--- src/hw/ubc_pkg.sv ---
// constants, register map and types for the baud divisor / clock phase slice
// assumes a 32-bit apb master and a single 10 MHz system clock
//
// Overview of operation
// phase bit picks leading or trailing sample edge
// divisor is one 16-bit value from two bytes
// low byte at base, high byte at base+1
// any divisor write reloads prescaler immediately
// software changes divisor only while line idle; the test bench writes the low byte mid-transfer
package ubc_pkg;

    // ==========================================================
    // register indices (byte address is four times the index)
    localparam logic [7:0]  UBC_IDX_CTRL_C      = 8'h07;
    localparam logic [7:0]  UBC_IDX_DIV_LOW     = 8'h08;
    localparam logic [7:0]  UBC_IDX_DIV_HIGH    = 8'h09;
    localparam logic [7:0]  UBC_IDX_STATUS      = 8'h0a;
    localparam int          UBC_ADDR_LSB        = 2;
    localparam int          UBC_ADDR_W          = 12;

    // ==========================================================
    // fields and reset values
    localparam logic [7:0]  UBC_CTRL_C_RESET    = 8'h03;
    localparam logic [15:0] UBC_DIV_RESET       = 16'h0000;
    localparam int          UBC_MODE_LSB        = 6;
    localparam int          UBC_PHASE_BIT       = 1;
    localparam int          UBC_ORDER_BIT       = 2;
    localparam logic [1:0]  UBC_MODE_MSPI       = 2'h3;
    localparam logic [7:0]  UBC_MSPI_MASK       = 8'hc6;
    localparam int          UBC_STAT_CLK_BIT    = 16;
    localparam int          UBC_STAT_RUN_BIT    = 17;

    typedef enum logic [1:0] {
        UBC_COMM_ASYNC,
        UBC_COMM_SYNC,
        UBC_COMM_IRCOM,
        UBC_COMM_MSPI
    } ubc_comm_t;

    typedef enum {
        UBC_LINK_IDLE,
        UBC_LINK_RUN
    } ubc_link_t;

endpackage : ubc_pkg

--- src/hw/ubc_prescaler.sv ---
// baud rate prescaler: down counter reloaded from the divisor
// assumes reload is a one-cycle pulse in the clk_sys domain
module ubc_prescaler
    import ubc_pkg::*;
(
    input  wire logic        clk_sys,
    input  wire logic        arst_n,
    input  wire logic        ce,
    input  wire logic        reload,
    input  wire logic [15:0] divisor,
    output logic             tick,
    output logic [15:0]      count
);

    logic [15:0] count_q;

    // ==========================================================
    // counter: period is divisor plus one cycles
    always_ff @(posedge clk_sys or negedge arst_n) begin
        if (!arst_n) begin
            count_q <= UBC_DIV_RESET;
        end else if (ce) begin
            if (reload) begin
                count_q <= divisor;
            end else if (count_q == 16'h0000) begin
                count_q <= divisor;
            end else begin
                count_q <= count_q - 16'h0001;
            end
        end
    end

    assign tick  = ce && !reload && (count_q == 16'h0000);
    assign count = count_q;

endmodule // ubc_prescaler

--- src/hw/ubc_top.sv ---
// baud divisor registers, prescaler and master spi transfer clock
// assumes an apb master on clk_sys and a peer sampling the transfer clock
module ubc_top
    import ubc_pkg::*;
(
    input  wire logic                  clk_sys,
    input  wire logic                  arst_n,
    input  wire logic                  ce,
    input  wire logic                  psel,
    input  wire logic                  penable,
    input  wire logic                  pwrite,
    input  wire logic [UBC_ADDR_W-1:0] paddr,
    input  wire logic [31:0]           pwdata,
    input  wire logic [3:0]            pstrb,
    output logic [31:0]                prdata,
    output logic                       pready,
    output logic                       pslverr,
    input  wire logic                  spi_run,
    input  wire logic                  spi_data_in,
    output logic                       transfer_clock_pin,
    output logic                       baud_tick,
    output logic                       sample_pulse,
    output logic                       sample_bit
);

    logic [7:0]  ctrl_c_q;
    logic [7:0]  divisor_low_byte_q;
    logic [7:0]  divisor_high_byte_q;
    logic [15:0] divisor;
    logic [31:0] prdata_q;
    logic        pslverr_q;
    logic        reload;
    logic        tick;
    logic [15:0] count;
    logic        xck_q;
    logic        sample_pulse_q;
    logic        sample_bit_q;
    ubc_link_t   link_q;

    // ==========================================================
    // apb decode
    function automatic logic [7:0] ubc_index(input logic [UBC_ADDR_W-1:0] a);
        ubc_index = 8'(a >> UBC_ADDR_LSB);
    endfunction

    function automatic logic ubc_mapped(input logic [UBC_ADDR_W-1:0] a);
        logic [7:0] i;
        i = ubc_index(a);
        // bits above the index must be clear, else high addresses alias
        ubc_mapped = (a[UBC_ADDR_LSB-1:0] == 2'h0) &&
                     ((a >> UBC_ADDR_LSB) == UBC_ADDR_W'(i)) &&
                     (i == UBC_IDX_CTRL_C || i == UBC_IDX_DIV_LOW ||
                      i == UBC_IDX_DIV_HIGH || i == UBC_IDX_STATUS);
    endfunction

    function automatic logic [7:0] ubc_merge(input logic       hit,
                                             input logic [7:0] wbyte,
                                             input logic [7:0] held);
        ubc_merge = hit ? wbyte : held;
    endfunction

    logic setup_ph;
    logic wr_acc;
    logic wr_low;
    logic wr_high;
    logic wr_ctrl;
    logic mspi;

    assign setup_ph = ce && psel && !penable;
    assign wr_acc   = ce && psel && penable && pwrite && ubc_mapped(paddr) && pstrb[0];
    assign wr_ctrl  = wr_acc && (ubc_index(paddr) == UBC_IDX_CTRL_C);
    assign wr_low   = wr_acc && (ubc_index(paddr) == UBC_IDX_DIV_LOW);
    assign wr_high  = wr_acc && (ubc_index(paddr) == UBC_IDX_DIV_HIGH);
    assign reload   = wr_low || wr_high;
    // a byte written in this cycle already counts for the reload
    assign divisor  = {ubc_merge(wr_high, pwdata[7:0], divisor_high_byte_q),
                       ubc_merge(wr_low, pwdata[7:0], divisor_low_byte_q)};
    assign mspi     = ctrl_c_q[UBC_MODE_LSB +: 2] == UBC_MODE_MSPI;

    // zero wait states; a low enable stalls the bus
    assign pready  = ce;
    assign prdata  = prdata_q;
    assign pslverr = pslverr_q && psel && penable;

    // ==========================================================
    // control register
    always_ff @(posedge clk_sys or negedge arst_n) begin
        if (!arst_n) begin
            ctrl_c_q <= UBC_CTRL_C_RESET;
        end else if (wr_ctrl) begin
            ctrl_c_q <= pwdata[7:0];
        end
    end

    // ==========================================================
    // divisor byte pair
    always_ff @(posedge clk_sys or negedge arst_n) begin
        if (!arst_n) begin
            divisor_low_byte_q  <= UBC_DIV_RESET[7:0];
            divisor_high_byte_q <= UBC_DIV_RESET[15:8];
        end else begin
            if (wr_low) begin
                divisor_low_byte_q <= pwdata[7:0];
            end
            if (wr_high) begin
                divisor_high_byte_q <= pwdata[7:0];
            end
        end
    end

    // ==========================================================
    // read data captured in the setup phase
    always_ff @(posedge clk_sys or negedge arst_n) begin
        if (!arst_n) begin
            prdata_q  <= 32'h0000_0000;
            pslverr_q <= 1'b0;
        end else if (setup_ph) begin
            pslverr_q <= !ubc_mapped(paddr);
            prdata_q  <= 32'h0000_0000;
            if (!pwrite && ubc_mapped(paddr)) begin
                unique case (ubc_index(paddr))
                    UBC_IDX_CTRL_C: begin
                        prdata_q[7:0] <= mspi ? (ctrl_c_q & UBC_MSPI_MASK) : ctrl_c_q;
                    end
                    UBC_IDX_DIV_LOW: begin
                        prdata_q[7:0] <= divisor_low_byte_q;
                    end
                    UBC_IDX_DIV_HIGH: begin
                        prdata_q[7:0] <= divisor_high_byte_q;
                    end
                    default: begin
                        // status word: count, clock level, running
                        prdata_q[15:0]             <= count;
                        prdata_q[UBC_STAT_CLK_BIT] <= xck_q;
                        prdata_q[UBC_STAT_RUN_BIT] <= (link_q == UBC_LINK_RUN);
                    end
                endcase
            end
        end
    end

    // ==========================================================
    // prescaler
    ubc_prescaler u_presc (
        .clk_sys (clk_sys),
        .arst_n  (arst_n),
        .ce      (ce),
        .reload  (reload),
        .divisor (divisor),
        .tick    (tick),
        .count   (count)
    );

    assign baud_tick = tick;

    // ==========================================================
    // stop only at idle level; a stop tick with the clock low flips
    // nothing, so it must not count as a leading edge either
    logic link_stop;

    assign link_stop = (!spi_run || !mspi) && (!xck_q || tick);

    // ==========================================================
    // master spi transfer clock, idle low
    always_ff @(posedge clk_sys or negedge arst_n) begin
        if (!arst_n) begin
            link_q <= UBC_LINK_IDLE;
            xck_q  <= 1'b0;
        end else if (ce) begin
            unique case (link_q)
                UBC_LINK_IDLE: begin
                    xck_q <= 1'b0;
                    // leave idle only in master spi mode
                    if (mspi && spi_run) begin
                        link_q <= UBC_LINK_RUN;
                    end
                end
                UBC_LINK_RUN: begin
                    if (tick) begin
                        xck_q <= !xck_q;
                    end
                    if (link_stop) begin
                        link_q <= UBC_LINK_IDLE;
                        xck_q  <= 1'b0;
                    end
                end
            endcase
        end
    end

    assign transfer_clock_pin = xck_q;

    // ==========================================================
    // data sampling edge select
    logic lead_edge;
    logic trail_edge;
    logic sample_now;

    assign lead_edge  = (link_q == UBC_LINK_RUN) && tick && !xck_q && !link_stop;
    assign trail_edge = (link_q == UBC_LINK_RUN) && tick && xck_q;
    assign sample_now = ctrl_c_q[UBC_PHASE_BIT] ? trail_edge : lead_edge;

    // the pulse comes out with its clock edge, both registered from the tick cycle
    always_ff @(posedge clk_sys or negedge arst_n) begin
        if (!arst_n) begin
            sample_pulse_q <= 1'b0;
            sample_bit_q   <= 1'b0;
        end else if (ce) begin
            sample_pulse_q <= sample_now;
            if (sample_now) begin
                sample_bit_q <= spi_data_in;
            end
        end
    end

    assign sample_pulse = sample_pulse_q;
    assign sample_bit   = sample_bit_q;

endmodule // ubc_top

--- config.mk ---
export PLATFORM = sky130hd
export DESIGN_NAME = ubc_top
export DESIGN_NICKNAME = d
export VERILOG_FILES = /design/src/hw/ubc_pkg.sv /design/src/hw/ubc_prescaler.sv /design/src/hw/ubc_top.sv
export SDC_FILE = /design/constraint.sdc
export NUM_CORES = 1
export LEC_CHECK = 0
export BUFFER_PORTS_ARGS = -buffer_cell sky130_fd_sc_hd__buf_2
export CORE_AREA = 3 3 83 85
export DETAILED_ROUTE_END_ITERATION = 12
export DIE_AREA = 0 0 86 88
export PLACE_DENSITY = 0.81
export SLEW_MARGIN = 20
export SYNTH_ARGS = -nofsm -noshare
export SYNTH_HDL_FRONTEND = slang
export SYNTH_SLANG_ARGS = --single-unit
--- constraint.sdc ---
create_clock -name clk_sys -period 2.8 [get_ports clk_sys]
set_clock_uncertainty 0.1 [all_clocks]
set_input_delay 0.42 -clock clk_sys [delete_from_list [all_inputs] [get_ports clk_sys]]
set_output_delay 0.42 -clock clk_sys [all_outputs]
set_load 0.05 [all_outputs]
==> metrics.md <==
| Metric | Value |
|---|---|
| Placed inst area | `0.00356 mm²` |
| Syn. warnings | `0` |
| Worst path slowest cell | `dfrtp_1` |
| Post-synth top area cell | `dfrtp_1` |
| Die height | `88 µm` |
| Num rows | `29` |
| Relative slew slack | `41.7%` |
| Netlist cell types | `48` |
| Maxcap violations | `0` |
| Worst Setup End Kind | `output pin` |
| H-tree depth | `3` |
| CTS resizes | `0` |
| Synthesized area per cell | `11.1 µm²` |
| Die width | `86 µm` |
| CTS Hold Bufs | `0` |
| Max FO, Critical Path | `6` |
| Fillcell total | `~530` |
| Initial Util | `51.2%` |
| Initial DRT Pass Iterations | `4` |
| Fin nets | `410` |
| Routed Antenna Nets | `0` |
| Seq pwr share | `between 40% and 50%` |
| Clk buf depth | `2` |
| Synth area leaders | `dfrtp_1, mux2_2, a22o_1, buf_4, a221o_1` |
| Hold Violations, Final | `0` |
| Commonest cells in the netlist | `dfrtp_1, o21ai_0, mux2_2, buf_4, a22o_1` |
| Post-route DRC violation count | `0` |
| Leakage | `0.00189 µW` |
| Fmax | `around 380 MHz` |
| Internal power | `1910 µW` |
| Seq cells post-synth | `63` |
| Arr. time, crit path | `around 2.1 ns` |
| Register area share after synthesis | `49.1%` |
| Remaining Overflow, GRT | `0` |
| Switching Fraction | `29.0%` |
| Slew @ Worst Pin | `0.871 ns` |
| RSZ-0062 raised after global routing | `false` |
| Peak VDD IR | `0.000530 V` |
| Detail Placement HPWL | `5460 µm` |
| Worst-path cell chain | `nor3_1 -> nand3b_1 -> or3_1 -> nor3_1 -> buf_2` |
| Hold Slack | `around 0.12 ns` |
| Clk pwr share | `39.1%` |
| Iteration-0 DRC Markers | `157` |
| Number of synthesized flops with an enable pin | `0` |
| Antenna cells | `0` |
| First-pass GRT wire length | `12500 µm` |
| Synth Instances | `290` |
| Sum of negative setup slack | `0 ns` |
| Post-CTS setup buffer count | `0` |
| Tmin final | `between 2 and 3 ns` |
| Critical Path Max Stage Delay | `0.45 ns` |
| HP Class | `in2async` |
| Register area | `0.00158 mm²` |
| Die footprint | `0.00757 mm²` |
| WP data required | `approximately 2.3 ns` |
| Most common cell in the synthesized netlist | `dfrtp_1` |
| PD cells | `702 mW/mm²` |
| Clock root buffer master | `clkbuf_8` |
| Mapped Area | `0.00321 mm²` |
| Psw | `781 µW` |
| Share of flip-flops with an asynchronous set or reset | `100%` |
| Cts bufs inserted | `9` |
| Vias in the first global route | `about 2500` |
| Final wirelength | `7740 µm` |
| Status | `complete, no violations` |
| Layout cells sized above 1 | `32.8%` |
| Top delay family on crit path | `simple AND/OR/NAND/NOR gates` |
| Area fraction of the dominant cell type after synthesis | `47.5%` |
| Clock Latency Late Sink | `~0.35 ns` |
| Slew Limit Fails | `0` |
| Initial antenna violation count | `0` |
| Largest net degree at the start of global routing | `64` |
| Final period utilization | `between 90% and 100%` |
| Final GP Congestion | `0.883` |
| Post-DR wirelength/cell | `17.8 µm` |
| Final setup vio count | `0` |
| Synthesis-to-layout area growth | `19.4%` |
| Combinational power share | `17.8%` |
| Critical Path Most Common Cell | `nor3_1` |
| Top_reg_cell synth | `dfrtp_1` |
| Gr usage total | `21.5%` |
| Area of the multi-input gates | `0.00150 mm²` |
| CTS tree | `done` |
| Crit path kind | `reg2out` |
| Core ar. | `0.00628 mm²` |
| Vias | `2637` |
| Post-Layout Inst Area | `between 0.003 and 0.004 mm²` |
| Clk sink count | `63` |
| CTS clk-pin slew, worst paths | `0.07 ns` |
| Worst path bufs/invs | `1` |
| Avg Vias per Cell | `approximately 6.1` |
| I/O Buffers | `52` |
| Startpoint types | `flip-flop` |
| Final Util | `61.1%` |
| I/O pins | `94` |
## sequential cells by signal, indices dropped and copies added (netlist names)
register / flops
ctrl_c_q: 8
divisor_high_byte_q: 8
divisor_low_byte_q: 8
link_q: 1
prdata: 18
pslverr_q: 1
sample_bit: 1
sample_pulse: 1
transfer_clock_pin: 1
u_presc.count: 16
## placed cells by master, fill, tap and decap left out, drive strengths merged, types with 2 or more instances in the layout
cell type	netlist	final
a21o	7	7
a21oi	11	11
a221o	11	11
a221oi	4	4
a22o	13	13
a22oi	8	8
and3	3	3
buf	17	67
bufinv	0	4
clkbuf	12	9
clkinv	0	2
conb	1	14
dfrtp	61	61
dfstp	2	2
ha	2	2
inv	5	5
mux2	26	26
nand2	9	9
nand3	5	5
nand3b	5	5
nand4	2	2
nand4b	2	2
nor2	12	12
nor2b	2	2
nor3	13	13
nor3b	4	4
nor4	7	7
nor4b	6	6
o21ai	22	22
o22ai	2	2
or2	2	2
or3	5	5
## worst register-to-register path, cell delays in order (launching register included)
cell,delay [ns]
dfrtp_1,0.45
nor3_1,0.30
nand3b_1,0.20
nor3_1,0.26
buf_4,0.18
nor2_1,0.06
nor2_1,0.66
a221o_1,0.29
## worst paths after layout
check / startpoint / endpoint / slack [ns] / depth (start not counted)
min reg2reg: prdata[7] / prdata[7] / 0.38 / 1
max: u_presc.count[10] / baud_tick / 0.17 / 5
min: arst_n / prdata[8] / 0.12 / 2
min in group clk_sys: spi_data_in / sample_bit / 0.20 / 2
max in group asynchronous: arst_n / prdata[11] / 1.95 / 2
max reg2reg: u_presc.count[10] / u_presc.count[10] / 0.23 / 7
## per-layer routing
metal	track usage [%]	up-vias	wire length (µm)
met3	4.80	10	576
li1	-	1202	-
met1	28.2	1320	3370
met2	34.3	105	3680
met4	9.35	0	102
met5	0	-	0
## power groups by stage
stage	Combinational, µW	Sequential, µW	Clock (µW)
after floorplan	372	1120	0
after global placement	458	1160	0
after detailed placement	474	1170	0
after CTS	480	1160	1070
after global routing	540	1180	1100
final	480	1160	1050
## cells by family (layout without fill, tap and decap cells)
logic type / count (synthesis) / after routing / synth area share (%)
mux: 27 / 27 / 10.1
simple gates: 82 / 82 / 16.1
compound gates: 81 / 81 / 17.9
fa+ha+maj: 2 / 2 / 0.779
flops: 63 / 63 / 49.1
buf+inv: 34 / 88 / 5.84
other cells: 1 / 14 / 0.117
## area by class of cell
| class | instances | area share [%] |
|---|---|---|
| sequential | 63 | 41.2 |
| multi-input combinational | 206 | 39.1 |
| timing repair buffer | 67 | 9.72 |
| clock inverter | 7 | 3.78 |
| clock buffer | 9 | 3.23 |
| tap | 77 | 2.51 |
| inverter | 5 | 0.489 |
## stage by stage
stage	power (µW)	setup WS, ns	std cells
floorplan	1500	0.0168	303
global placement	1620	0.173	418
detailed placement	1650	0.0805	418
CTS	2700	0.129	434
global route	2820	0.00939	434
finish	2690	0.169	434
No activity file was read; power rests on OpenSTA's default activity.
